==> src/verilog/adc_seq_pkg.sv <==
// ---------------------------------------------------------------
// Shared constants of the converter sequencer
// ---------------------------------------------------------------
package adc_seq_pkg;
    // Bus geometry
    localparam int unsigned ADDR_W = 12;
    localparam int unsigned DATA_W = 8;
    localparam int unsigned CH_W   = 4;

    // Register indexes; byte address is four times the index
    localparam logic [ADDR_W-1:0] RESULT_IDX  = 12'h070;
    localparam logic [ADDR_W-1:0] CSR_IDX     = 12'h071;
    localparam logic [ADDR_W-1:0] RESULT_ADDR = 12'(RESULT_IDX * 4);
    localparam logic [ADDR_W-1:0] CSR_ADDR    = 12'(CSR_IDX * 4);

    // Control/status field layout
    localparam int unsigned DONE_BIT = 7;
    localparam int unsigned ON_BIT   = 5;
    localparam int unsigned CH_LSB   = 0;
    localparam logic [7:0]  CSR_RESET    = 8'h00;
    localparam logic [7:0]  RESULT_RESET = 8'h00;

    // Conversion timing in converter clock periods
    localparam logic [3:0] LOAD_PERIODS = 4'h4;
    localparam logic [3:0] CONV_PERIODS = 4'hC;
    localparam logic [7:0] SAR_MSB      = 8'h80;

    // Wake-up settling after deep stop, least time rounds up
    localparam int unsigned CLK_PERIOD_NS = 10;
    localparam int unsigned STAB_NS       = 10000;
    localparam int unsigned STAB_CYCLES   =
        (STAB_NS + CLK_PERIOD_NS - 1) / CLK_PERIOD_NS;

    typedef enum logic [1:0] {
        ST_OFF,
        ST_STAB,
        ST_LOAD,
        ST_CONV
    } seq_state_e;
endpackage

==> src/verilog/sar_adc_sequencer.sv <==
// How it works
// - Each result is an 8-bit unsigned code in the read-only result register.
// - Four-bit channel_select picks one of sixteen analog inputs.
// - Input at or above high reference gives all ones, no overflow flag.
// - Input at or below low reference gives code zero.
// - Each conversion: sample loading, then eight approximation cycles, isolated.
// - Load and convert phases repeat back to back while converter_on holds.
// - One conversion lasts twelve converter clocks, converter clock is half CPU.
// - Setting converter_on powers up and starts continuous conversions.
// - Every conversion end sets conversion_done_flag; no interrupt exists.
// - Result stays stable until the next conversion finishes.
// - Control write with converter_on set aborts, clears flag, restarts.
// - Result read or control write clears conversion_done_flag.
// - Flag at bit 7, converter_on bit 5, channel bits 3:0, others zero.
// - Clearing converter_on switches the converter off to save power.
// - Light sleep leaves the converter running unchanged.
// - Deep stop disables converter; wake-up needs a settling interval.
// - Result register at index 0070h, control/status at index 0071h.
//
// Local design decisions: register access over APB and the register offsets.
`timescale 1ns/10ps
module sar_adc_sequencer (
    input  wire logic                            clk,
    input  wire logic                            reset,
    input  wire logic                            psel,
    input  wire logic                            penable,
    input  wire logic                            pwrite,
    input  wire logic [adc_seq_pkg::ADDR_W-1:0]  paddr,
    input  wire logic [31:0]                     pwdata,
    output logic      [31:0]                     prdata,
    output logic                                 pready,
    output logic                                 pslverr,
    input  wire logic                            deep_stop,
    input  wire logic                            cmp_in,
    output logic [adc_seq_pkg::CH_W-1:0]         mux_channel,
    output logic                                 converter_power,
    output logic                                 sample_load,
    output logic [adc_seq_pkg::DATA_W-1:0]       trial_code
);
    // ------------------------------------------------------------
    // Bus decode
    // ------------------------------------------------------------
    logic access;
    logic hit_res;
    logic hit_csr;
    logic csr_wr;
    logic res_rd;

    // Zero-wait slave; unmapped addresses answer with an error
    assign access  = psel & penable;
    assign hit_res = (paddr == adc_seq_pkg::RESULT_ADDR);
    assign hit_csr = (paddr == adc_seq_pkg::CSR_ADDR);
    assign csr_wr  = access & pwrite & hit_csr;
    assign res_rd  = access & ~pwrite & hit_res;
    assign pready  = 1'b1;
    assign pslverr = access & ~(hit_res | hit_csr);

    // ------------------------------------------------------------
    // State
    // ------------------------------------------------------------
    adc_seq_pkg::seq_state_e state_q, state_d;
    logic                             on_q, on_d;
    logic [adc_seq_pkg::CH_W-1:0]     ch_q, ch_d;
    logic                             done_q, done_d;
    logic [adc_seq_pkg::DATA_W-1:0]   result_q, result_d;
    logic [adc_seq_pkg::DATA_W-1:0]   sar_q, sar_d;
    logic                             half_q, half_d;
    logic [3:0]                       period_q, period_d;
    logic [15:0]                      stab_q, stab_d;
    logic                             pend_q, pend_d;
    logic                             done_set;
    logic                             tick;
    logic                             restart;
    logic [3:0]                       bit_w;
    logic [adc_seq_pkg::DATA_W-1:0]   mask;
    logic [adc_seq_pkg::DATA_W-1:0]   decided;

    // Second half of a converter clock period ends it
    assign tick    = half_q;
    assign restart = csr_wr & pwdata[adc_seq_pkg::ON_BIT] & on_q
                   & ((state_q == adc_seq_pkg::ST_LOAD)
                   | (state_q == adc_seq_pkg::ST_CONV));

    // Bit under trial; period 4 tests bit 7, period 11 bit 0
    assign bit_w   = adc_seq_pkg::CONV_PERIODS - 4'h1 - period_q;
    assign mask    = 8'h01 << bit_w[2:0];
    // Comparator high keeps the bit, so top input gives all ones
    // Comparator low drops the bit under trial, so bottom input gives zero
    assign decided = cmp_in ? sar_q : (sar_q & ~mask);

    // ------------------------------------------------------------
    // Software-owned control bits
    // ------------------------------------------------------------
    always_comb begin
        on_d = on_q;
        ch_d = ch_q;
        if (csr_wr) begin
            on_d = pwdata[adc_seq_pkg::ON_BIT];
            ch_d = pwdata[adc_seq_pkg::CH_LSB +: adc_seq_pkg::CH_W];
        end
    end

    // ------------------------------------------------------------
    // Conversion sequencer
    // ------------------------------------------------------------
    always_comb begin
        state_d  = state_q;
        half_d   = half_q;
        period_d = period_q;
        sar_d    = sar_q;
        result_d = result_q;
        stab_d   = stab_q;
        pend_d   = pend_q;
        done_set = 1'b0;
        case (state_q)
            adc_seq_pkg::ST_OFF: begin
                half_d   = 1'b0;
                period_d = 4'h0;
                stab_d   = 16'h0000;
                // Power up; settle first if a deep stop is pending, else start first conversion
                if (on_q && !deep_stop) begin
                    state_d = pend_q ? adc_seq_pkg::ST_STAB
                                     : adc_seq_pkg::ST_LOAD;
                end
            end
            adc_seq_pkg::ST_STAB: begin
                stab_d = stab_q + 16'h0001;
                if (stab_q == 16'(adc_seq_pkg::STAB_CYCLES - 1)) begin
                    pend_d  = 1'b0;
                    state_d = adc_seq_pkg::ST_LOAD;
                end
            end
            adc_seq_pkg::ST_LOAD: begin
                // Converter clock at half the bus clock
                half_d = ~half_q;
                if (tick) begin
                    period_d = period_q + 4'h1;
                    if (period_q == adc_seq_pkg::LOAD_PERIODS - 4'h1) begin
                        state_d = adc_seq_pkg::ST_CONV;
                        sar_d   = adc_seq_pkg::SAR_MSB;
                    end
                end
            end
            adc_seq_pkg::ST_CONV: begin
                half_d = ~half_q;
                if (tick) begin
                    period_d = period_q + 4'h1;
                    sar_d    = decided | (mask >> 1);
                    if (period_q == adc_seq_pkg::CONV_PERIODS - 4'h1) begin
                        result_d = decided;
                        done_set = 1'b1;
                        sar_d    = '0;
                        period_d = 4'h0;
                        state_d  = adc_seq_pkg::ST_LOAD;
                    end
                end
            end
            default: begin
                state_d = adc_seq_pkg::ST_OFF;
            end
        endcase
        // Abort keeps any result finishing in this same cycle
        if (restart) begin
            state_d  = adc_seq_pkg::ST_LOAD;
            half_d   = 1'b0;
            period_d = 4'h0;
            sar_d    = '0;
        end
        // Light sleep never gates the sequencer
        if (!on_q || deep_stop) begin
            state_d  = adc_seq_pkg::ST_OFF;
            half_d   = 1'b0;
            period_d = 4'h0;
            sar_d    = '0;
        end
        if (deep_stop) begin
            pend_d = 1'b1;
        end
    end

    // ------------------------------------------------------------
    // Completion flag
    // ------------------------------------------------------------
    always_comb begin
        // Read or write clears; a new completion wins
        // Hardware sets at every conversion end
        done_d = done_set | (done_q & ~(csr_wr | res_rd));
    end

    // Registers
    always_ff @(posedge clk) begin
        if (reset) begin
            state_q  <= adc_seq_pkg::ST_OFF;
            on_q     <= adc_seq_pkg::CSR_RESET[adc_seq_pkg::ON_BIT];
            ch_q     <= adc_seq_pkg::CSR_RESET[3:0];
            done_q   <= adc_seq_pkg::CSR_RESET[adc_seq_pkg::DONE_BIT];
            result_q <= adc_seq_pkg::RESULT_RESET;
            sar_q    <= '0;
            half_q   <= 1'b0;
            period_q <= 4'h0;
            stab_q   <= 16'h0000;
            pend_q   <= 1'b0;
        end else begin
            state_q  <= state_d;
            on_q     <= on_d;
            ch_q     <= ch_d;
            done_q   <= done_d;
            result_q <= result_d;
            sar_q    <= sar_d;
            half_q   <= half_d;
            period_q <= period_d;
            stab_q   <= stab_d;
            pend_q   <= pend_d;
        end
    end

    // ------------------------------------------------------------
    // Outputs
    // ------------------------------------------------------------
    // Read mux over flops so a result read returns result_q as held before the flag clears
    always_comb begin
        prdata = 32'h0000_0000;
        if (psel && !pwrite && hit_res) begin
            prdata[adc_seq_pkg::DATA_W-1:0] = result_q;
        end
        // Reserved bits 6 and 4 read zero
        if (psel && !pwrite && hit_csr) begin
            prdata[adc_seq_pkg::DONE_BIT] = done_q;
            prdata[adc_seq_pkg::ON_BIT]   = on_q;
            prdata[adc_seq_pkg::CH_LSB +: adc_seq_pkg::CH_W] = ch_q;
        end
    end

    assign mux_channel     = ch_q;
    assign converter_power = (state_q != adc_seq_pkg::ST_OFF);
    assign sample_load     = (state_q == adc_seq_pkg::ST_LOAD);
    assign trial_code      = sar_q;

    // ------------------------------------------------------------
    // Assertions
    // ------------------------------------------------------------
    logic       start_ev;
    logic [4:0] span_q;

    // Cycles since the current load phase began
    assign start_ev = (state_q == adc_seq_pkg::ST_LOAD)
                    && (period_q == 4'h0) && !half_q;
    always_ff @(posedge clk) begin
        if (reset) begin
            span_q <= 5'h00;
        end else begin
            span_q <= start_ev ? 5'h01 : span_q + 5'h01;
        end
    end
endmodule // sar_adc_sequencer

==> config.mk <==
export PLATFORM = sky130hd
export DESIGN_NAME = sar_adc_sequencer
export DESIGN_NICKNAME = d
export VERILOG_FILES = /design/src/verilog/adc_seq_pkg.sv /design/src/verilog/sar_adc_sequencer.sv
export SDC_FILE = /design/constraint.sdc
export NUM_CORES = 1
export LEC_CHECK = 0
export ABC_AREA = 1
export BUFFER_PORTS_ARGS = -buffer_cell sky130_fd_sc_hd__buf_2
export CAP_MARGIN = 20
export CORE_MARGIN = 8
export CORE_UTILIZATION = 50
export CTS_BUF_LIST = sky130_fd_sc_hd__clkbuf_4 sky130_fd_sc_hd__clkbuf_8
export DETAILED_ROUTE_END_ITERATION = 8
export PLACE_DENSITY = 0.8
export SETUP_SLACK_MARGIN = 0.15
export SLEW_MARGIN = 20
export SYNTH_ARGS = -nofsm -noshare
export SYNTH_HDL_FRONTEND = slang
export SYNTH_SLANG_ARGS = --single-unit
==> constraint.sdc <==
create_clock -name clk -period 4 [get_ports clk]
set_input_delay 0.8 -clock clk [delete_from_list [all_inputs] [get_ports clk]]
set_output_delay 0.8 -clock clk [all_outputs]
set_load 0.01 [all_outputs]
==> flow_metrics.env <==
export IMPL_netlist_instances=410
export IMPL_start_util_pct=51.37
export IMPL_grt_max_degree=18
export IMPL_wl_per_cell_um=11.09
export IMPL_finalMaxSlewViolations=0
export IMPL_drtIter0Drc=155
export IMPL_vias_per_cell=4.839
export IMPL_cp_required_ps=3200
export IMPL_grt_setup_unrepaired="false"
export IMPL_finalCritPeriodShare_pct=70.96
export IMPL_gp_congestion=0.8369
export IMPL_hold_violations=0
export IMPL_antenna_cells=0
export IMPL_yosys_area_top_type="dfxtp_1"
export IMPL_synth_edff_count=0
export IMPL_slowest_delay_ps=240
export IMPL_routed_wl_mm=5.842
export IMPL_num_nets_final=512
export IMPL_tns_ps=0
export IMPL_overflow=0
export IMPL_synth_xor_xnor_area_share_pct=0.3115
export IMPL_drive_gt1_share_pct=17.80
export IMPL_grt_pass1_wl_mm=10.44
export IMPL_core_mm2=0.005473
export IMPL_tightest_slew_ps=677.8
export IMPL_clockRootBuffer="clkbuf_8"
export IMPL_grt_pass1_vias=2408
export IMPL_ioPinCount=99
export IMPL_yosysMostFrequentCell="nand2_1"
export IMPL_cts_max_level=2
export IMPL_run_status="finished, final reports clean"
export IMPL_finalSetupViolCount=0
export IMPL_hp_class="flop to flop"
export IMPL_multi_input_area_mm2=0.001453
export IMPL_async_flop_share_pct=0
export IMPL_ctsHoldBuffers=0
export IMPL_slowest_stage="o21ai_0"
export IMPL_synth_top_area_share_pct=32.75
export IMPL_hold_start="pend_q"
export IMPL_fin_ws_ps=1162
export IMPL_fin_total_pwr_w=0.0008481
export IMPL_vias=2550
export IMPL_comb_power_share_pct=4.8
export IMPL_yosysSeqAreaShare_pct=32.75
export IMPL_powerDensity_mw_per_mm2=275.0
export IMPL_startpoint="paddr[9]"
export IMPL_track_usage_pct=14.57
export IMPL_synthTopCellsByArea="dfxtp_1 (33%), nand2_1 (9.6%), inv_1 (9.3%)"
export IMPL_internal_power_w=0.0006567
export IMPL_critPathMaxFanout=10
export IMPL_drv_cap=0
export IMPL_r2r_start="state_q[1]"
export IMPL_criticalPathCategory="primary input to output port"
export IMPL_fmax_mhz=352.3
export IMPL_cts_sinks=46
export IMPL_io_buffer_count=46
export IMPL_critPathTopFamily="simple AND/OR/NAND/NOR gates"
export IMPL_numCtsBuffers=5
export IMPL_synth_commonest_cells="nand2_1 (72), inv_1 (70), nor2_1 (49)"
export IMPL_ys_flop_type="dfxtp_1"
export IMPL_ir_drop_uv=123.4
export IMPL_die_w_um=90.99
export IMPL_clock_latency_ps=310
export IMPL_antenna_found_initial=0
export IMPL_ff_latch_area_um2=920.9
export IMPL_die_y_um=90.99
export IMPL_cp_arrival_ps=2040
export IMPL_remaining_drc_errors=0
export IMPL_dieArea_mm2=0.008278
export IMPL_swShare_pct=22.58
export IMPL_start_kind="primary input"
export IMPL_cts_resized=0
export IMPL_post_cts_setup_buffers=0
export IMPL_ys_types=38
export IMPL_endpoint_kind="output port"
export IMPL_fill_cells=527
export IMPL_synthToLayoutAreaGrowth_pct=9.702
export IMPL_clkPwrFrac_pct=41.2
export IMPL_ys_seq_elements=46
export IMPL_relSlewSlack_pct=54.65
export IMPL_synthSimpleGateAreaFrac_pct=30.04
export IMPL_place_hpwl_mm=4.568
export IMPL_rrSetupSlack_ps=1980
export IMPL_cts_buffer_depth=2
export IMPL_rows=27
export IMPL_syn_area_mm2=0.002811
export IMPL_netSwitchingPower_w=0.0001915
export IMPL_synth_top_family_by_area="simple AND/OR/NAND/NOR gates"
export IMPL_pre_cts_ws_ps=1175
export IMPL_cp_num_buf_inv=4
export IMPL_cts_tree="built"
export IMPL_pwr_share_seq_pct=54.1
export IMPL_synth_compound_area_share_pct=14.86
export IMPL_critical_path_cell_chain="buf_2 -> inv_1 -> nand2_1 -> nor2_1 -> inv_1 -> nor2_4 -> nand3_1 -> o21ai_0 -> buf_2"
export IMPL_muxShareOfSynthArea_pct=0
export IMPL_path_clk_slew_ps=90
export IMPL_fin_skew_ps=7.457
export IMPL_min_period_ps=2838
export IMPL_drt_first_pass_iters=4
export IMPL_synth_adder_area_share_pct=3.115
export IMPL_yosysWarnings=0
export IMPL_post_synth_cell_area_avg_um2=6.857
export IMPL_drtAntennaViolNets=0
export IMPL_power_leakage_nw=1.343
-- power by group through the flow --
stage | clock network (W) | registers, W | logic [W]
final | 0.000349 | 0.000459 | 0.0000405
after global routing | 0.000377 | 0.000459 | 0.0000461
after CTS | 0.000361 | 0.000459 | 0.0000394
after detailed placement | 0 | 0.000469 | 0.0000393
after global placement | 0 | 0.000469 | 0.0000385
after floorplan | 0 | 0.000469 | 0.0000419
-- registers in the layout, indices dropped and copies added (netlist names) --
register     flops
state_q          2
period_q         4
done_q           1
trial_code       8
mux_channel      4
half_q           1
stab_q          16
pend_q           1
on_q             1
result_q         8
-- stage by stage --
step	utilization, %	instances	hold slack, ps	area [µm²]
finish	56.36	527	472.4	3084
global route	56.36	527	491.1	3084
CTS	56.36	527	473.5	3084
global placement	54.28	519	447.2	2970
detailed placement	54.28	519	455.0	2970
floorplan	-	433	426.5	2898
-- logic make-up after synthesis --
| family | Yosys count |
|---|---|
| AOI/OAI and AO/OA | 74 |
| and+or+nand+nor | 175 |
| adders and majority gates | 7 |
| DFF | 46 |
| buffers and inverters | 105 |
| other | 2 |
| xor gates and xnor gates | 1 |
-- path summary, 6_finish.rpt --
kind | end | cells after the start
min | state_q[1] | 1
max | prdata[5] | 9
max reg2reg | stab_q[3] | 4
min reg2reg | state_q[1] | 1
-- final cells by class --
| type | count | share of cell area, % |
|---|---|---|
| clock buffers | 5 | 2.231 |
| clock inverters | 3 | 1.460 |
| inverters | 73 | 8.966 |
| multi-input cells | 282 | 47.10 |
| flip-flops and latches | 46 | 29.86 |
| well taps | 72 | 2.921 |
| repair buffers | 46 | 7.465 |
-- per-layer routing --
metal / track usage [%] / share of wire, % / vias up / wire (µm)
li1: - / - / 1335 / -
met5: 0 / 0 / - / 0
met2: 23.64 / 45 / 80 / 2604
met4: 6.821 / 1.7 / 0 / 99
met1: 16.86 / 45 / 1129 / 2651
met3: 5.021 / 8.3 / 6 / 487
-- layout by cell type (no fill, tap or decap) --
cell | netlist | final
a22o_1 | 3 | 3
a21oi_1 | 23 | 23
nor3_1 | 6 | 6
dfxtp_1 | 46 | 46
nand2_1 | 72 | 72
inv_2 | 2 | 2
nand2_2 | 4 | 4
o21a_1 | 1 | 1
nand4_1 | 5 | 5
nand3_4 | 1 | 1
o21bai_1 | 1 | 1
nor3_2 | 3 | 3
conb_1 | 2 | 25
buf_2 | 0 | 46
o22ai_1 | 1 | 1
o21ai_1 | 2 | 2
nor3_4 | 2 | 2
a21oi_2 | 2 | 2
inv_1 | 70 | 70
nand3_1 | 22 | 22
a22oi_1 | 1 | 1
nor3b_2 | 1 | 1
o21ai_2 | 1 | 1
bufinv_16 | 0 | 1
o21ai_0 | 33 | 33
o211ai_1 | 1 | 1
ha_1 | 7 | 7
clkbuf_8 | 0 | 5
nor2_1 | 49 | 49
nand2_4 | 1 | 1
nor2_2 | 4 | 4
nor4_4 | 1 | 1
nand3_2 | 1 | 1
o31ai_1 | 4 | 4
inv_4 | 1 | 1
o311ai_0 | 1 | 1
xor2_1 | 1 | 1
clkinvlp_4 | 0 | 2
nor2_4 | 3 | 3
Note: power is estimated with default switching activity, not from simulation.
